File: src/rtl/vsse_regs.svh
`ifndef VSSE_REGS_SVH
`define VSSE_REGS_SVH

// Register offsets (byte addresses, one aligned word each).
`define VSSE_OFF_CTRL    4'h0
`define VSSE_OFF_ERRORS  4'h4
`define VSSE_OFF_STATUS  4'h8
`define VSSE_OFF_ID      4'hC

// Control register fields.
`define VSSE_CTRL_VAR_LSB   0
`define VSSE_CTRL_VAR_MSB   1
`define VSSE_CTRL_CMD_BIT   2

// Status register fields.
`define VSSE_ST_VSTATE_BIT  0
`define VSSE_ST_DEEN_BIT    1
`define VSSE_ST_OPEN_BIT    2
`define VSSE_ST_CMD_BIT     3

// Reset values.
`define VSSE_CTRL_RESET     32'h0000_0000

// Error code numbering: the condition vector bit n stands for code n.
`define VSSE_CODE_KEYLOCK   15
`define VSSE_CODE_TARGET    16
`define VSSE_CODE_PREREQ    17
`define VSSE_CODE_PNEU      18
`define VSSE_CODE_SLSISSUE  19
`define VSSE_CODE_NOTREACH  20
`define VSSE_CODE_UNEXPECT  21
`define VSSE_CODE_SLSMISS   22
`define VSSE_CODE_SV1MISS   23
`define VSSE_CODE_SV2MISS   24
`define VSSE_CODE_SV3MISS   25
`define VSSE_CODE_INTERLOCK 26
`define VSSE_CODE_SHORT     27
`define VSSE_CODE_ABORT     28
`define VSSE_CODE_BUTTON    29
`define VSSE_CODE_LOWV_COMM 30
`define VSSE_CODE_SAFESTOP  31
`define VSSE_CODE_PSHOCK    32

// Affecting-condition masks per variant, bit n = code n.
`define VSSE_MASK_COMMON    33'h0_807F_0000
`define VSSE_MASK_COMMON2   33'h0_0000_0000
`define VSSE_MASK_DIGITAL   33'h0_EFF9_0000
`define VSSE_MASK_ASI       33'h0_8079_0000
`define VSSE_MASK_IOLINK    33'h0_E7F9_0000

`endif

File: src/rtl/vsse_pkg.sv
package vsse_pkg;

    // Interface variant of the control head.
    typedef enum logic [1:0] {
        VSSE_VAR_DIGITAL = 2'h0,
        VSSE_VAR_ASI     = 2'h1,
        VSSE_VAR_IOLINK  = 2'h2,
        VSSE_VAR_SPARE   = 2'h3
    } vsse_variant_t;

    // Position sensor band indications.
    typedef struct packed {
        logic in_deen_band;
        logic in_open_band;
    } vsse_band_t;

    // Feedback bits toward the plant controller.
    typedef struct packed {
        logic valve_state;
        logic closed_position_input_bit;
        logic open_position_input_bit;
    } vsse_feedback_t;

    // Avalon-MM slave request.
    typedef struct packed {
        logic [3:0]  address;
        logic        read;
        logic        write;
        logic [31:0] writedata;
        logic [3:0]  byteenable;
    } vsse_avm_req_t;

    // Avalon-MM slave answer.
    typedef struct packed {
        logic [31:0] readdata;
        logic        waitrequest;
    } vsse_avm_rsp_t;

    // All state of the encoder.
    typedef struct packed {
        vsse_variant_t  variant;
        logic           cmd_sw;
        logic [32:0]    errors_sync1;
        logic [32:0]    errors_sync2;
        logic [1:0]     band_sync1;
        logic [1:0]     band_sync2;
        logic           sv_sync1;
        logic           sv_sync2;
        vsse_feedback_t fb;
        logic           rsp_done;
        logic [31:0]    rdata;
    } vsse_state_t;

endpackage

File: src/rtl/vsse_encoder.sv
// Overview of operation
// - Valve state high when no affecting error.
// - Affecting errors pull valve state low.
// - Codes 16,20,21,22,31 always drop state.
// - Code 19 always drops valve state.
// - Codes 23-26,29 drop on digital, IO-Link.
// - Code 27 digital only; 30 digital/IO-Link.
// - Codes 15,17,18,28,32 never affect state.
// - Feedback mapping same on all variants.
// - De-energised: closed 1, open 0, state 1.
// - Main energised: closed 0, open 1, state 1.
// - Position bit only inside its band.

`timescale 1ns/1ns
`default_nettype none
`include "vsse_regs.svh"

module vsse_encoder
    import vsse_pkg::*;
#(
    parameter logic [31:0] ID_VALUE = 32'h0000_5A5A  // Arbitrary identification value.
) (
    input  wire logic          clk,
    input  wire logic          rst,
    input  wire vsse_avm_req_t avm_req,
    output vsse_avm_rsp_t      avm_rsp,
    input  wire logic [32:0]   error_active,
    input  wire vsse_band_t    band,
    input  wire logic          main_solenoid_drive,
    output logic               valve_state,
    output logic               deenergized_position_feedback,
    output logic               closed_position_input_bit,
    output logic               open_position_input_bit,
    output logic               solenoid_command_output_bit
);

    vsse_state_t s;
    vsse_state_t next_s;

    // ************************************************************
    // Affecting mask selection
    // ************************************************************
    logic [32:0] mask_digital;
    logic [32:0] mask_asi;
    logic [32:0] mask_iolink;
    logic [32:0] mask;
    logic        affected;
    logic        access;

    // ************************************************************
    // Digital variant codes
    // ************************************************************
    always_comb begin
        mask_digital = '0;
        // Codes 0 to 14 are unused and stay clear in every variant.
        // common codes
        mask_digital[`VSSE_CODE_TARGET]    = 1'b1;
        mask_digital[`VSSE_CODE_NOTREACH]  = 1'b1;
        mask_digital[`VSSE_CODE_UNEXPECT]  = 1'b1;
        mask_digital[`VSSE_CODE_SLSMISS]   = 1'b1;
        mask_digital[`VSSE_CODE_SAFESTOP]  = 1'b1;

        mask_digital[`VSSE_CODE_SLSISSUE]  = 1'b1;

        mask_digital[`VSSE_CODE_SV1MISS]   = 1'b1;
        mask_digital[`VSSE_CODE_SV2MISS]   = 1'b1;
        mask_digital[`VSSE_CODE_SV3MISS]   = 1'b1;
        mask_digital[`VSSE_CODE_INTERLOCK] = 1'b1;
        mask_digital[`VSSE_CODE_BUTTON]    = 1'b1;

        // digital codes
        // Code 30 reads as low supply voltage here.
        mask_digital[`VSSE_CODE_SHORT]     = 1'b1;
        mask_digital[`VSSE_CODE_LOWV_COMM] = 1'b1;

        mask_digital[`VSSE_CODE_KEYLOCK]   = 1'b0;
        mask_digital[`VSSE_CODE_PREREQ]    = 1'b0;
        mask_digital[`VSSE_CODE_PNEU]      = 1'b0;
        mask_digital[`VSSE_CODE_ABORT]     = 1'b0;
        mask_digital[`VSSE_CODE_PSHOCK]    = 1'b0;
    end

    // ************************************************************
    // AS-Interface variant codes
    // ************************************************************
    always_comb begin
        mask_asi = '0;
        mask_asi[`VSSE_CODE_TARGET]    = 1'b1;
        mask_asi[`VSSE_CODE_NOTREACH]  = 1'b1;
        mask_asi[`VSSE_CODE_UNEXPECT]  = 1'b1;
        mask_asi[`VSSE_CODE_SLSMISS]   = 1'b1;
        mask_asi[`VSSE_CODE_SAFESTOP]  = 1'b1;

        mask_asi[`VSSE_CODE_SLSISSUE]  = 1'b1;

        mask_asi[`VSSE_CODE_SV1MISS]   = 1'b0;
        mask_asi[`VSSE_CODE_SV2MISS]   = 1'b0;
        mask_asi[`VSSE_CODE_SV3MISS]   = 1'b0;
        mask_asi[`VSSE_CODE_INTERLOCK] = 1'b0;
        mask_asi[`VSSE_CODE_BUTTON]    = 1'b0;

        // not on this variant
        // This variant carries the common codes only.
        mask_asi[`VSSE_CODE_SHORT]     = 1'b0;
        mask_asi[`VSSE_CODE_LOWV_COMM] = 1'b0;

        mask_asi[`VSSE_CODE_KEYLOCK]   = 1'b0;
        mask_asi[`VSSE_CODE_PREREQ]    = 1'b0;
        mask_asi[`VSSE_CODE_PNEU]      = 1'b0;
        mask_asi[`VSSE_CODE_ABORT]     = 1'b0;
        mask_asi[`VSSE_CODE_PSHOCK]    = 1'b0;
    end

    // ************************************************************
    // IO-Link variant codes
    // ************************************************************
    always_comb begin
        mask_iolink = '0;
        mask_iolink[`VSSE_CODE_TARGET]    = 1'b1;
        mask_iolink[`VSSE_CODE_NOTREACH]  = 1'b1;
        mask_iolink[`VSSE_CODE_UNEXPECT]  = 1'b1;
        mask_iolink[`VSSE_CODE_SLSMISS]   = 1'b1;
        mask_iolink[`VSSE_CODE_SAFESTOP]  = 1'b1;

        mask_iolink[`VSSE_CODE_SLSISSUE]  = 1'b1;

        mask_iolink[`VSSE_CODE_SV1MISS]   = 1'b1;
        mask_iolink[`VSSE_CODE_SV2MISS]   = 1'b1;
        mask_iolink[`VSSE_CODE_SV3MISS]   = 1'b1;
        mask_iolink[`VSSE_CODE_INTERLOCK] = 1'b1;
        mask_iolink[`VSSE_CODE_BUTTON]    = 1'b1;

        // comm failure
        // Code 30 reads as communication failure here.
        mask_iolink[`VSSE_CODE_SHORT]     = 1'b0;
        mask_iolink[`VSSE_CODE_LOWV_COMM] = 1'b1;

        mask_iolink[`VSSE_CODE_KEYLOCK]   = 1'b0;
        mask_iolink[`VSSE_CODE_PREREQ]    = 1'b0;
        mask_iolink[`VSSE_CODE_PNEU]      = 1'b0;
        mask_iolink[`VSSE_CODE_ABORT]     = 1'b0;
        mask_iolink[`VSSE_CODE_PSHOCK]    = 1'b0;
    end

    // ************************************************************
    // Variant selection
    // ************************************************************
    // The selected mask follows the variant register at once, so a
    // variant write changes the valve state on the next edge.
    always_comb begin
        unique case (s.variant)
            VSSE_VAR_DIGITAL: mask = mask_digital;
            VSSE_VAR_IOLINK:  mask = mask_iolink;
            // The spare code behaves as the AS-Interface variant.
            VSSE_VAR_ASI,
            VSSE_VAR_SPARE:   mask = mask_asi;
        endcase
    end

    assign affected = |(s.errors_sync2 & mask);

    // Waitrequest is combinational so that the master sees it in the
    // cycle of its request; rsp_done marks the answering cycle.
    assign access = (avm_req.read | avm_req.write) & ~s.rsp_done;

    // ************************************************************
    // Next state
    // ************************************************************
    always_comb begin
        next_s = s;

        // Every pin input passes two flops before any logic reads it, so
        // three edges pass from a pin change to the feedback outputs.
        next_s.errors_sync1 = error_active;
        next_s.errors_sync2 = s.errors_sync1;
        next_s.band_sync1   = band;
        next_s.band_sync2   = s.band_sync1;
        next_s.sv_sync1     = main_solenoid_drive;
        next_s.sv_sync2     = s.sv_sync1;

        // ********************************************************
        // Valve state and feedback
        // ********************************************************
        // The closed bit, and with it the de-energised pin, carries the de-energised band; the open bit the open band.
        // high when clear
        next_s.fb.valve_state = ~affected;
        next_s.fb.closed_position_input_bit = s.band_sync2[1];
        next_s.fb.open_position_input_bit = s.band_sync2[0];

        // ********************************************************
        // Bus handshake and control write
        // ********************************************************
        // One wait state per access, then done for one cycle.
        next_s.rsp_done = access;

        // The write lands on the edge at which waitrequest is low, the
        // same edge at which the master completes the transfer.
        if (s.rsp_done && avm_req.write && avm_req.address == `VSSE_OFF_CTRL) begin
            // Only byte lane 0 carries control fields.
            if (avm_req.byteenable[0]) begin
                next_s.variant = vsse_variant_t'(
                    avm_req.writedata[`VSSE_CTRL_VAR_MSB:`VSSE_CTRL_VAR_LSB]);
                next_s.cmd_sw = avm_req.writedata[`VSSE_CTRL_CMD_BIT];
            end
        end

        // ********************************************************
        // Read data
        // ********************************************************
        // Read data stand only in the answering cycle and are zero otherwise.
        next_s.rdata = 32'h0000_0000;
        if (access && avm_req.read) begin
            // Unmapped addresses read as zero.
            unique case (avm_req.address)
                `VSSE_OFF_CTRL: begin
                    next_s.rdata[`VSSE_CTRL_VAR_MSB:`VSSE_CTRL_VAR_LSB] = s.variant;
                    next_s.rdata[`VSSE_CTRL_CMD_BIT] = s.cmd_sw;
                end
                `VSSE_OFF_ERRORS: begin
                    next_s.rdata = s.errors_sync2[31:0] & mask[31:0];
                end
                `VSSE_OFF_STATUS: begin
                    next_s.rdata[`VSSE_ST_VSTATE_BIT] = s.fb.valve_state;
                    next_s.rdata[`VSSE_ST_DEEN_BIT]   = s.fb.closed_position_input_bit;
                    next_s.rdata[`VSSE_ST_OPEN_BIT]   = s.fb.open_position_input_bit;
                    // Bit 3 shows the synchronised solenoid input, not the command.
                    next_s.rdata[`VSSE_ST_CMD_BIT]    = s.sv_sync2;
                end
                `VSSE_OFF_ID: begin
                    next_s.rdata = ID_VALUE;
                end
                default: begin
                    next_s.rdata = 32'h0000_0000;
                end
            endcase
        end
    end

    // ************************************************************
    // State register
    // ************************************************************
    // Reset clears the feedback, so the valve state reads low until
    // the first edge after release.
    always_ff @(posedge clk) begin
        if (rst) begin
            s.variant      <= VSSE_VAR_DIGITAL;
            s.cmd_sw       <= 1'b0;
            s.errors_sync1 <= '0;
            s.errors_sync2 <= '0;
            s.band_sync1   <= '0;
            s.band_sync2   <= '0;
            s.sv_sync1     <= 1'b0;
            s.sv_sync2     <= 1'b0;
            s.fb           <= '0;
            s.rsp_done     <= 1'b0;
            s.rdata        <= '0;
        end else begin
            s <= next_s;
        end
    end

    // ************************************************************
    // Outputs
    // ************************************************************
    assign avm_rsp.readdata    = s.rdata;
    assign avm_rsp.waitrequest = (avm_req.read | avm_req.write) & ~s.rsp_done;

    assign valve_state                   = s.fb.valve_state;
    assign closed_position_input_bit     = s.fb.closed_position_input_bit;
    assign deenergized_position_feedback = s.fb.closed_position_input_bit;
    assign open_position_input_bit       = s.fb.open_position_input_bit;
    // The plant sees the synchronised input or the software command.
    assign solenoid_command_output_bit   = s.sv_sync2 | s.cmd_sw;

endmodule

`default_nettype wire

File: config.mk
export PLATFORM = sky130hd
export DESIGN_NAME = vsse_encoder
export DESIGN_NICKNAME = d
export VERILOG_FILES = /design/src/rtl/vsse_pkg.sv /design/src/rtl/vsse_encoder.sv
export VERILOG_INCLUDE_DIRS = /design/src /design/src/rtl
export SDC_FILE = /design/constraint.sdc
export NUM_CORES = 1
export LEC_CHECK = 0
export ABC_AREA = 1
export BUFFER_PORTS_ARGS = -buffer_cell sky130_fd_sc_hd__buf_2
export CAP_MARGIN = 15
export CORE_MARGIN = 2
export CORE_UTILIZATION = 40
export CTS_BUF_LIST = sky130_fd_sc_hd__clkbuf_4 sky130_fd_sc_hd__clkbuf_8 sky130_fd_sc_hd__clkbuf_16
export CTS_CLUSTER_SIZE = 24
export DETAILED_ROUTE_END_ITERATION = 12
export GPL_TIMING_DRIVEN = 1
export PLACE_DENSITY = 0.73
export REMOVE_ABC_BUFFERS = 1
export SLEW_MARGIN = 20
export SYNTH_ARGS = -nofsm -noshare
export SYNTH_HDL_FRONTEND = slang
export SYNTH_SLANG_ARGS = --single-unit
File: constraint.sdc
create_clock -name clk -period 1.6 [get_ports clk]
set_clock_uncertainty 0.15 [all_clocks]
set_input_delay 0 -clock clk [delete_from_list [all_inputs] [get_ports clk]]
set_output_delay 0 -clock clk [all_outputs]
set_load 0.005 [all_outputs]
# --- After elaboration in Yosys (flattened, before gate mapping) ---
# Cells that the tools add are included.
word_totals:
  ramBits: 0
  output_inout_bits: 38
  rom_bits: 0
  n_memories: 0
  reg_bits: 111
  inputBits: 80
  latchBits: 0
  wordCells: 40
classes:
  reduce_logical: 9
  shift: 0
  bitwise: 8
  n_addsub: 0
  multipliers: 0
  eq_ne: 6
  div_mod_pow: 0
  n_mux: 4
  order_cmp: 0
op_table:
  columns: ["operator", "count"]
  rows:
  - ["$pmux W33 S3", 1]
  - ["$pmux W28 S2", 1]
  - ["$and A33 B33 Y33", 1]
  - ["$reduce_or A33 Y1", 1]
  - ["$and A32 B32 Y32", 1]
  - ["$pmux W3 S4", 1]
  - ["$eq A4 B4 Y1 const B", 2]
  - ["$eq A2 B2 Y1 const B", 2]
  - ["$eq A4 B3 Y1 const B", 1]
  - ["$logic_not A4 Y1", 1]
  - ["$reduce_or A2 Y1", 2]
  - ["$logic_and A1 B1 Y1", 3]
  - ["$not A1 Y1", 3]
  - ["$pmux W1 S3", 1]
  - ["$eq A2 B1 Y1 const B", 1]
  - ["$logic_not A2 Y1", 1]
  - ["$or A1 B1 Y1", 2]
  - ["$reduce_and A2 Y1", 1]
  - ["$and A1 B1 Y1", 1]

# --- Depth between registers and ports, before layout ---
# Gate-level depths: netlist (run 1).
logic_depth:
  depth_word: 6
  depth_mapped: 6
  mapped_depth_nobuf: 6

# --- Worst setup path after synthesis (run 1) ---
# Ideal clock, no wire load.
synth_path:
  path_kind: "reg2reg"
  from: "register s[32] (netlist name)"
  to: "register s (netlist bit avm_rsp[22])"
  setup_ns: 0.064
  setup_slack_ns: 0.482
  path_stages_with_launch: 6
  arrival_time_ns: 0.904
  path_cell_list: "dfxtp_1 o21bai_4 nor2_2 nand2_2 buf_6 nor2_1"
synth_between:
  elab_chain_len: 5
synth_lines:
  columns: ["element", "line", "source"]
  rows:
  - ["start: declaration", "vsse_encoder.sv:37", "vsse_state_t s;"]
  - ["start signal: assignment", "vsse_encoder.sv:258", "s <= next_s;"]
  - ["$not A1 Y1", "vsse_encoder.sv:164", "assign access = (avm_req.read | avm_req.write) & ~s.rsp_done;"]
  - ["$and A1 B1 Y1", "vsse_encoder.sv:164", null]
  - ["$logic_and A1 B1 Y1", "vsse_encoder.sv:212", "if (access && avm_req.read) begin"]
  - ["$not A1 Y1 (no source line)", null, null]
  - ["$reduce_or A2 Y1 (no source line)", null, null]
# Every way passes these cells.
# A chain may end at the register's enable or synchronous reset.

# --- Worst setup path after layout (run 1) ---
layout_path:
  from: "input avm_req[39] (netlist name)"
  to: "register s (netlist bit avm_rsp[4])"
layout_between:
  elab_chain_len: 2
  elab_cells_between_ends: 4
  cone_classes: "eq/ne (3); mux (1)"
layout_lines:
  columns: ["element", "line", "source"]
  rows:
  - ["start: declaration", "vsse_encoder.sv:25", "input wire vsse_avm_req_t avm_req,"]
  - ["$eq A4 B4 Y1 or $eq A4 B3 Y1 (tied branches)", "vsse_encoder.sv:214", "unique case (avm_req.address)"]
  - ["$pmux W1 S3 *", "vsse_encoder.sv:214", null]
# Mark *: on every way between the ends. The rest lies on a longest branch, timed or not.

==> parameters.txt, run 1 <==
Parameter                              Value

Status
  Status ... finished, final reports clean

Routing
  Final ANT Viol Nets ... 0
  Count of TritonRoute iterations in the first routing pass ... 5
  Detailed-route vias per instance ... 4.03
  Routed vias ... 1677
  Initial DRC Count ... 99
  Wirelength per Cell ... 9.01 µm
  Residual DRC ... 0
  Detailed Route WL ... 3750 µm

Floorplan
  Number of primary I/O pins ... 118
  Core outline area ... 5170 µm²
  Initial core utilization ... 0.418
  Die Y-Extent ... 77.5 µm
  Floorplan row count ... 26
  Die Span X ... 77.5 µm
  Die area ... 6000 µm²

Final layout
  Count of fill cells added during filler insertion ... 464
  Area added between synthesis and finish ... 33.5%
  Antenna diode count ... 0
  Fin nets ... 422
  Most frequent cells in the layout ... sky130_fd_sc_hd__nor2_1 (67), sky130_fd_sc_hd__dfxtp_1 (57), sky130_fd_sc_hd__buf_2 (55)
  Fraction of layout instances using a drive strength above 1 ... 0.243
  Most frequent standard cell in the layout excluding fill and tap cells ... sky130_fd_sc_hd__nor2_1
  Utilization after layout ... 0.558
  Flip-flop and latch area ... 1140 µm²
  Multi-input gate area in the final layout ... 592 µm²
  Post-route standard cell area excluding fillers ... 2880 µm²

STA
  Shortest clock period the worst path allows after layout ... 1.53 ns
  Share of the cycle needed by the critical path after routing ... 0.955
  F_max ... 0.655 GHz
  Fin. max-slew vios ... 0
  PnR worst setup slack ... 0.0724 ns
  Number of failing setup endpoints in the final timing report ... 0
  Final Hold Fails ... 0

Min path
  Worst Hold Class ... reg -> reg
  Depth of the worst hold-timing path ... 2

Clocking
  H-Tree Level Count ... 3
  Clock-pin slew on the worst setup and hold paths ... 0.06 ns
  Source-to-sink clock delay at the later pin of the worst-skew pair ... 0.33 ns
  Maximum count of clock buffers along a single path ... 2
  Inserted Clock Buffers ... 9
  Library cell used as clock root buffer ... sky130_fd_sc_hd__clkbuf_8
  Clk sink count ... 57
  TritonCTS clock tree ... built

Worst setup path
  Highest net fanout along the worst path ... 3
  Sort of element at the end of the critical path ... flip-flop
  Cell breakdown of the critical path ... dlygate4sd3_1 -> buf_2 -> nor2_4 -> inv_2 -> nor2_4 -> dlygate4sd3_1 -> o21ai_0 -> nor2_1
  Startpoint type of the worst setup path ... input port
  Family of cells with the greatest summed delay on the critical path ... buffers and inverters
  Required time of the critical path ... 1.71 ns
  Worst-case reg-to-reg path depth ... 6
  Slowest Stage Delay on Critical Path ... 0.54 ns
  Critical path buffer and inverter count ... 4
  Classification of the worst setup path ... in -> reg
  Crit path depth ... 8
  Arrival time at the worst endpoint ... 1.64 ns
  CP max-delay cell ... sky130_fd_sc_hd__dlygate4sd3_1

Logic synthesis
  Count of unique library cells instantiated by Yosys ... 23
  Post-synth top area cell ... sky130_fd_sc_hd__dfxtp_1
  Count of state elements after synthesis ... 57
  Synthesized instance count ... 266
  Fraction of the yosys area taken by sequential cells ... 0.528
  Portion of synthesized cell area occupied by the leading cell type ... 0.528
  Number of warning messages in the yosys log ... 0
  Cell types with the largest area share after synthesis ... sky130_fd_sc_hd__dfxtp_1 (53%), sky130_fd_sc_hd__buf_4 (12%), sky130_fd_sc_hd__nor2_1 (12%), sky130_fd_sc_hd__inv_1 (7.8%), sky130_fd_sc_hd__nand2_1 (4.2%)
  Summed instance area of the synthesized netlist ... 2160 µm²
  Average size of a mapped cell ... 8.12 µm²

Global route
  All-layer global routing usage ... 0.132
  Pin count of the biggest net entering global routing ... 21
  First-pass GRT wire length ... 6280 µm
  Vias in the first global route ... 1564
  Antenna violations before repair ... 0
  GR Overflow Total ... 0

Power and ir drop
  Share of total power in sequential cells ... 0.486
  Internal power consumption ... 2.40 mW
  Logic gate share of total power ... 0.081
  Leak pwr ... 1.43 nW
  Share of total power in the clock network ... 0.433
  Total power after layout ... 3.04 mW
  IR drop worst, VDD ... 0.528 mV
  Total power divided by cell area ... 1060 nW/µm²
  Switching portion of total power ... 0.211
  Total net switching power ... 0.643 mW

Placement
  DP Area ... 2280 µm²
  Place WS ... 0.367 ns
  Number of buffer cells added on primary ports ... 56
  Last weighted congestion value of the routability-driven placer ... 0.838
  Final HPWL from detailed placement ... 2440 µm

Flow run
  Maximum capacitance violations ... 0
## power groups by stage
stage / Combinational (mW) / Sequential (mW) / Clock (mW)
after global placement: 0.166 / 1.51 / 0
after floorplan: 0.0884 / 1.51 / 0
after global routing: 0.275 / 1.48 / 1.42
final: 0.246 / 1.48 / 1.32
after detailed placement: 0.170 / 1.51 / 0
after CTS: 0.241 / 1.48 / 1.35
## flip-flops by register name (all words and copies together), names as in the netlist
| name | count |
|---|---|
| closed_position_input_bit | 1 |
| next_s | 18 |
| valve_state | 1 |
| open_position_input_bit | 1 |
| avm_rsp | 18 |
| s | 18 |
## worst paths after layout
kind / startpoint / end / slack (ns)
worst max-delay path: avm_req[39] / avm_rsp[4]$_SDFF_PP0_ / 0.07
worst min-delay path: next_s[39]$_SDFF_PP0_ / next_s[34]$_SDFF_PP0_ / 0.25
worst max register to register: s[109]$_SDFFE_PP0P_ / valve_state$_SDFF_PP0_ / 0.31
worst min register to register: next_s[39]$_SDFF_PP0_ / next_s[34]$_SDFF_PP0_ / 0.25
## layer usage
layer  vias up  track usage  part of all wire
met4         0       0.0857             0.021
li1        895            -                 -
met5         -            0                 0
met2        54        0.235              0.51
met3        10       0.0465             0.055
met1       718        0.130              0.41
## final cells by class
cell class,count,area share
Sequential cell,57,0.396
Timing Repair Buffer,97,0.239
Tap cell,70,0.0304
Inverter,47,0.0612
Clock inverter,3,0.0139
Clock buffer,12,0.0551
Multi-Input combinational cell,130,0.205
## cell families (layout without fill, tap and decap cells)
kind of cell | count (synthesis) | count (layout) | synth area share
other cells | 1 | 9 | 0.00174
buf+inv | 87 | 159 | 0.215
simple gates | 116 | 116 | 0.236
flops | 57 | 57 | 0.528
compound gates | 5 | 5 | 0.0191
## worst min-delay path, stage by stage, from the launching register on
cell	delay [ns]
sky130_fd_sc_hd__dfxtp_1	0.29
sky130_fd_sc_hd__inv_1	0.04
sky130_fd_sc_hd__nor2_1	0.03
## repair_timing
item	in CTS	in global routing
gates resized for setup	0	4
hold buffers	39	0
buffers inserted	0	0
hold endpoints to repair	42	0
endpoints found under the setup margin	0	2
## cell usage after synthesis, drive strengths merged
library cell / instances
nor2: 72
o211ai: 1
or2: 1
buf: 40
o21ai: 2
inv: 46
clkinv: 1
nor3b: 1
nand3: 6
nand4: 10
a21oi: 1
conb: 1
nor3: 1
dfxtp: 57
o21bai: 1
nand2: 25
## through the flow
stage	std cells	hold WS [ns]	setup TNS, ns
2_1_floorplan	234	-0.0788	0
3_3_place_gp	362	0.0477	0
3_5_place_dp	362	0.0584	0
4_1_cts	416	0.252	0
5_1_grt	416	0.257	-0.00685
6_report	416	0.251	0
Power figures use the tool's default switching activity.
==> inputs of run 2 (changes only) <==
Clock period 1.6 ns to 1.7 ns, I/O delays scaled along.
==> run 2 against run 1 <==
- wire length increased by 5.1%
- clock power down 5%
- count of clock-buffer cells in the layout unchanged
- combinational power shrank 4%
- final cell count up 0.96%
- die area unchanged
- first-iteration DRC count rose by 17%
- global-route usage up 0.44 points
- critical path depth rose by 1
- critical path type unchanged
- largest power group unchanged
==> parameters.txt, run 2 (synthesis results as in run 1) <==
Parameter                              Value

Placement
  DP Area ... 2280 µm²
  Last weighted congestion value of the routability-driven placer ... 0.838
  Final HPWL from detailed placement ... 2440 µm
  Number of buffer cells added on primary ports ... 56

Power and ir drop
  Total power divided by cell area ... 982 nW/µm²
  Switching portion of total power ... 0.214
  Leak pwr ... 1.44 nW
  IR drop worst, VDD ... 0.504 mV
  Share of total power in sequential cells ... 0.485
  Share of total power in the clock network ... 0.434
  Logic gate share of total power ... 0.082
  Total power after layout ... 2.88 mW
  Internal power consumption ... 2.26 mW
  Total net switching power ... 0.616 mW

Final layout
  Most frequent cells in the layout ... sky130_fd_sc_hd__nor2_1 (66), sky130_fd_sc_hd__dfxtp_1 (57), sky130_fd_sc_hd__buf_2 (56)
  Area added between synthesis and finish ... 35.7%
  Post-route standard cell area excluding fillers ... 2930 µm²
  Antenna diode count ... 0
  Fin nets ... 426
  Fraction of layout instances using a drive strength above 1 ... 0.240
  Count of fill cells added during filler insertion ... 458
  Most frequent standard cell in the layout excluding fill and tap cells ... sky130_fd_sc_hd__nor2_1

Clocking
  Number of buffers inserted to repair setup after CTS ... 0
  Maximum count of clock buffers along a single path ... 2
  Source-to-sink clock delay at the later pin of the worst-skew pair ... 0.33 ns
  TritonCTS clock tree ... built
  Clock-pin slew on the worst setup and hold paths ... 0.06 ns
  H-Tree Level Count ... 3
  Clk sink count ... 57
  Inserted Clock Buffers ... 9
  Library cell used as clock root buffer ... sky130_fd_sc_hd__clkbuf_8

Min path
  Worst hold path startpoint ... next_s[39]$_SDFF_PP0_
  Hold-critical path endpoint ... next_s[34]$_SDFF_PP0_
  Depth of the worst hold-timing path ... 2
  Worst Hold Class ... reg -> reg

Worst setup path
  Setup slack of the most critical reg-to-reg path ... 0.07 ns
  Sort of element at the end of the critical path ... flip-flop
  Startpoint type of the worst setup path ... input port
  Worst-case reg-to-reg path depth ... 5
  Required time of the critical path ... 1.82 ns
  Highest net fanout along the worst path ... 15
  Reg2Reg Capture Point ... avm_rsp[1]$_SDFF_PP0_
  Reg-to-Reg Start ... s[32]$_SDFF_PP0_
  Classification of the worst setup path ... in -> reg
  Arrival time at the worst endpoint ... 1.77 ns

STA
  Unrepaired setup endpoints after global routing ... yes
  Fin. max-slew vios ... 0
  Worst hold slack after final layout ... 0.251 ns
  Share of the cycle needed by the critical path after routing ... 0.970
  F_max ... 0.606 GHz
  Shortest clock period the worst path allows after layout ... 1.65 ns
  Final Hold Fails ... 0
  Setup TNS ... 0 ns
  Number of failing setup endpoints in the final timing report ... 0

Global route
  Vias in the first global route ... 1593
  Pin count of the biggest net entering global routing ... 21
  Antenna violations before repair ... 0
  GR Overflow Total ... 0
  All-layer global routing usage ... 0.137
  First-pass GRT wire length ... 6490 µm

Floorplan
  Die area ... 6000 µm²
  Core outline area ... 5170 µm²
  Initial core utilization ... 0.418
  Die Span X ... 77.5 µm
  Die Y-Extent ... 77.5 µm
  Number of primary I/O pins ... 118
  Floorplan row count ... 26

Routing
  Count of TritonRoute iterations in the first routing pass ... 4
  Detailed Route WL ... 3940 µm
  Routed vias ... 1705
  Wirelength per Cell ... 9.38 µm
  Final ANT Viol Nets ... 0
  Residual DRC ... 0
  Initial DRC Count ... 116
  Detailed-route vias per instance ... 4.06

Status
  Status ... finished, final reports clean

Flow run
  Maximum capacitance violations ... 0
==> run 2: worst max path at each step <==
stage                                   start                endpoint  slack, ns  cells after the start
after detailed placement  s[109]$_SDFFE_PP0P_  valve_state$_SDFF_PP0_       0.47                      6
after global routing              avm_req[39]     s[108]$_SDFFE_PP0P_      -0.01                      8
after CTS                         avm_req[40]   avm_rsp[1]$_SDFF_PP0_       0.02                      8
after global placement    s[109]$_SDFFE_PP0P_  valve_state$_SDFF_PP0_       0.49                      6
after floorplan           s[109]$_SDFFE_PP0P_  valve_state$_SDFF_PP0_       0.59                      6
final                             avm_req[39]   avm_rsp[1]$_SDFF_PP0_       0.05                      9
==> run 2: what timing repair did <==
item                       in CTS  in global routing
gates resized for setup         0                  5
setup endpoints to repair       0                  5
hold endpoints to repair       42                  0
hold buffers                   43                  0
==> run 2: metal layers <==
metal	GRT usage	wire length (µm)	vias to the layer above
li1	-	-	901
met1	0.138	1650	742
met2	0.238	1990	54
met3	0.0465	208	8
met4	0.0911	94	0
met5	0	0	-
==> run 2: per-stage QoR <==
step / utilization / instances / setup WS [ns]
6_report: 0.567 / 420 / 0.0509
5_1_grt: 0.567 / 420 / -0.0113
4_1_cts: 0.563 / 420 / 0.0165
3_5_place_dp: 0.442 / 362 / 0.467
3_3_place_gp: 0.442 / 362 / 0.487
2_1_floorplan: - / 234 / 0.586
==> run 2: final cells by class <==
type                       instances  area [µm²]  area share
multi-input combinational        130         594       0.203
clock inverter                     3        40.0      0.0137
inverter                          47         179      0.0611
tap                               70        87.6      0.0299
timing repair buffer             101         729       0.249
clock buffer                      12         159      0.0542
sequential                        57        1140       0.389
==> run 2: power groups by stage <==
stage | clock [mW] | sequential (mW) | combinational (mW)
2_1_floorplan | 0 | 1.42 | 0.0832
3_3_place_gp | 0 | 1.42 | 0.156
3_5_place_dp | 0 | 1.42 | 0.160
4_1_cts | 1.27 | 1.39 | 0.227
5_1_grt | 1.34 | 1.40 | 0.262
6_report | 1.25 | 1.39 | 0.235
==> run 2: worst max-delay path, stage by stage <==
cell and delay (ns):
sky130_fd_sc_hd__dlygate4sd3_1 0.53, sky130_fd_sc_hd__buf_2 0.13, sky130_fd_sc_hd__nor2_4 0.11, sky130_fd_sc_hd__buf_6 0.16, sky130_fd_sc_hd__nand4_1 0.09, sky130_fd_sc_hd__nand2_1 0.07, sky130_fd_sc_hd__inv_1 0.05, sky130_fd_sc_hd__nor2_1 0.09
sky130_fd_sc_hd__dlygate4sd3_1 0.54
==> inputs of run 3 (changes only) <==
Settings changed: ABC_AREA 1 to not set, CTS_CLUSTER_SIZE 24 to 14, PLACE_DENSITY 0.73 to 0.75.
==> run 3 against run 2 <==
- first-iteration DRC count shrank 59%
- synthesized cell count shrank 30%
- area after synthesis shrank 7.7%
- register-to-register slack lost 0.03 ns
- via count shrank 26%
- maximum frequency shrank 0.48%
- combinational power shrank 28%
- highest routed layer unchanged
==> parameters.txt, run 3 <==
Parameter                              Value

Logic synthesis
  Synthesized instance count ... 185
  Cell with the most instances after synthesis ... sky130_fd_sc_hd__dfxtp_1
  Most instantiated flip-flop cell in the synthesis netlist ... sky130_fd_sc_hd__dfxtp_1
  Count of state elements after synthesis ... 57
  Post-synth top area cell ... sky130_fd_sc_hd__dfxtp_1
  Share of flip-flops with an asynchronous set or reset after synthesis ... 0
  Summed instance area of the synthesized netlist ... 1990 µm²
  Average size of a mapped cell ... 10.8 µm²
  Count of unique library cells instantiated by Yosys ... 24
  Number of synthesized flops with an enable pin ... 0
  Portion of synthesized cell area occupied by the leading cell type ... 0.573
  Fraction of the yosys area taken by sequential cells ... 0.573
  Number of warning messages in the yosys log ... 0
  Most frequent cells after synthesis ... sky130_fd_sc_hd__dfxtp_1 (57), sky130_fd_sc_hd__buf_4 (34), sky130_fd_sc_hd__nor2b_1 (34)
  Cell types with the largest area share after synthesis ... sky130_fd_sc_hd__dfxtp_1 (57%), sky130_fd_sc_hd__buf_4 (13%), sky130_fd_sc_hd__nor2b_1 (11%), sky130_fd_sc_hd__and2_1 (3.8%), sky130_fd_sc_hd__mux2i_1 (2.5%)

Routing
  Detailed Route WL ... 3050 µm
  Initial DRC Count ... 48
  Count of TritonRoute iterations in the first routing pass ... 4
  Detailed-route vias per instance ... 3.97
  Final ANT Viol Nets ... 0
  Residual DRC ... 0
  Routed vias ... 1258
  Wirelength per Cell ... 9.62 µm

STA
  Final Hold Fails ... 0
  Number of failing setup endpoints in the final timing report ... 0
  Worst hold slack after final layout ... 0.0743 ns
  Unrepaired setup endpoints after global routing ... yes
  PnR worst setup slack ... 0.0430 ns
  Share of the cycle needed by the critical path after routing ... 0.975
  F_max ... 0.603 GHz
  Shortest clock period the worst path allows after layout ... 1.66 ns
  Fin. max-slew vios ... 0

Status
  Status ... finished, final reports clean

Clocking
  TritonCTS clock tree ... built
  Library cell used as clock root buffer ... sky130_fd_sc_hd__clkbuf_8
  H-Tree Level Count ... 3
  Clock-pin slew on the worst setup and hold paths ... 0.06 ns
  Source-to-sink clock delay at the later pin of the worst-skew pair ... 0.31 ns
  Number of buffers inserted to repair setup after CTS ... 0
  Inserted Clock Buffers ... 9
  Maximum count of clock buffers along a single path ... 2
  Clk sink count ... 57

Floorplan
  Die area ... 5560 µm²
  Die Span X ... 74.6 µm
  Initial core utilization ... 0.419
  Core outline area ... 4750 µm²
  Floorplan row count ... 25
  Die Y-Extent ... 74.6 µm
  Number of primary I/O pins ... 118

Final layout
  Fin nets ... 329
  Most frequent standard cell in the layout excluding fill and tap cells ... sky130_fd_sc_hd__dfxtp_1
  Area added between synthesis and finish ... 27.6%
  Count of fill cells added during filler insertion ... 450
  Multi-input gate area in the final layout ... 608 µm²
  Most frequent cells in the layout ... sky130_fd_sc_hd__dfxtp_1 (56), sky130_fd_sc_hd__buf_2 (54), sky130_fd_sc_hd__nor2b_1 (34)
  Post-route standard cell area excluding fillers ... 2540 µm²
  Flip-flop and latch area ... 1140 µm²
  Utilization after layout ... 0.535
  Antenna diode count ... 0
  Fraction of layout instances using a drive strength above 1 ... 0.320

Flow run
  Maximum capacitance violations ... 0

Worst setup path
  Sort of element at the end of the critical path ... flip-flop
  Critical path buffer and inverter count ... 1
  Highest net fanout along the worst path ... 6
  CP max-delay cell ... sky130_fd_sc_hd__or4b_4
  Setup slack of the most critical reg-to-reg path ... 0.04 ns
  Cell breakdown of the critical path ... or4b_4 -> nor4b_4 -> buf_4 -> and2_4
  Startpoint type of the worst setup path ... flip-flop
  Family of cells with the greatest summed delay on the critical path ... simple AND/OR/NAND/NOR gates
  Required time of the critical path ... 1.81 ns
  Classification of the worst setup path ... reg -> reg
  Arrival time at the worst endpoint ... 1.76 ns
  Slowest Stage Delay on Critical Path ... 0.51 ns

Power and ir drop
  Share of total power in the clock network ... 0.372
  Internal power consumption ... 1.99 mW
  Share of total power in sequential cells ... 0.559
  Leak pwr ... 1.16 nW
  Total net switching power ... 0.501 mW
  Total power divided by cell area ... 978 nW/µm²
  IR drop worst, VDD ... 0.433 mV
  Logic gate share of total power ... 0.068
  Switching portion of total power ... 0.201

Placement
  Final HPWL from detailed placement ... 2140 µm
  Place WS ... 0.102 ns
  Last weighted congestion value of the routability-driven placer ... 0.755
  Number of buffer cells added on primary ports ... 56
  DP Area ... 2150 µm²

Global route
  Antenna violations before repair ... 0
  First-pass GRT wire length ... 4660 µm
  All-layer global routing usage ... 0.116
  GR Overflow Total ... 0
  Pin count of the biggest net entering global routing ... 26
  Vias in the first global route ... 1155

Min path
  Worst Hold Class ... in -> reg
[run 3: worst reg2reg max path, cell delays in order (launching register included)]
cell and delay [ns]:
sky130_fd_sc_hd__dfxtp_2 0.33, sky130_fd_sc_hd__or4b_4 0.51, sky130_fd_sc_hd__nor4b_4 0.29, sky130_fd_sc_hd__buf_4 0.18, sky130_fd_sc_hd__and2_4 0.13
[run 3: cell families (layout without fill, tap and decap cells)]
logic type	count (synthesis)	after routing	synth area share
other cells	1	9	0.00188
buf+inv	40	97	0.140
compound gates	4	4	0.0107
mux	5	5	0.0251
simple gates	78	78	0.250
flops	57	57	0.573
[run 3: stage by stage]
stage / TNS (ns) / power, mW / instances
after floorplan: 0 / 1.47 / 153
after global placement: 0 / 1.54 / 281
after detailed placement: 0 / 1.55 / 281
after CTS: 0 / 2.52 / 319
after global routing: -0.157 / 2.60 / 317
final: 0 / 2.49 / 317
[run 3: area by class of cell]
cell class / count / area share
Clock inverter: 2 / 0.00394
Tap cell: 67 / 0.0330
Clock buffer: 10 / 0.0516
Multi-Input combinational cell: 96 / 0.239
Timing Repair Buffer: 85 / 0.223
Sequential cell: 57 / 0.449
[run 3: repair_timing]
action | in CTS | in global routing
hold endpoints to repair | 26 | 0
hold buffers | 26 | 0
setup endpoints to repair | 0 | 6
gates resized for setup | 0 | 3
[run 3: power by group through the flow]
| stage | clock network, mW | registers [mW] | logic [mW] |
|---|---|---|---|
| 2_1_floorplan | 0 | 1.42 | 0.0560 |
| 3_3_place_gp | 0 | 1.42 | 0.124 |
| 3_5_place_dp | 0 | 1.42 | 0.126 |
| 4_1_cts | 0.955 | 1.39 | 0.172 |
| 5_1_grt | 1.02 | 1.40 | 0.188 |
| 6_report | 0.927 | 1.39 | 0.170 |
[run 3: final timing paths]
check                                           start                     end  cells past startpoint
worst min-delay path                       avm_req[0]     s[108]$_SDFFE_PP0P_                      5
worst max-delay path                 s[32]$_SDFF_PP0_  avm_rsp[21]$_SDFF_PP0_                      4
worst max register to register       s[32]$_SDFF_PP0_  avm_rsp[21]$_SDFF_PP0_                      4
worst min register to register  next_s[69]$_SDFF_PP0_        s[69]$_SDFF_PP0_                      1
[run 3: per-layer routing]
layer  vias up  wire length [µm]  global-route usage
met5         -                 0                   0
met4         0                86              0.0893
met3         8               183              0.0352
met2        47              1550               0.202
met1       537              1230               0.115
li1        666                 -                   -
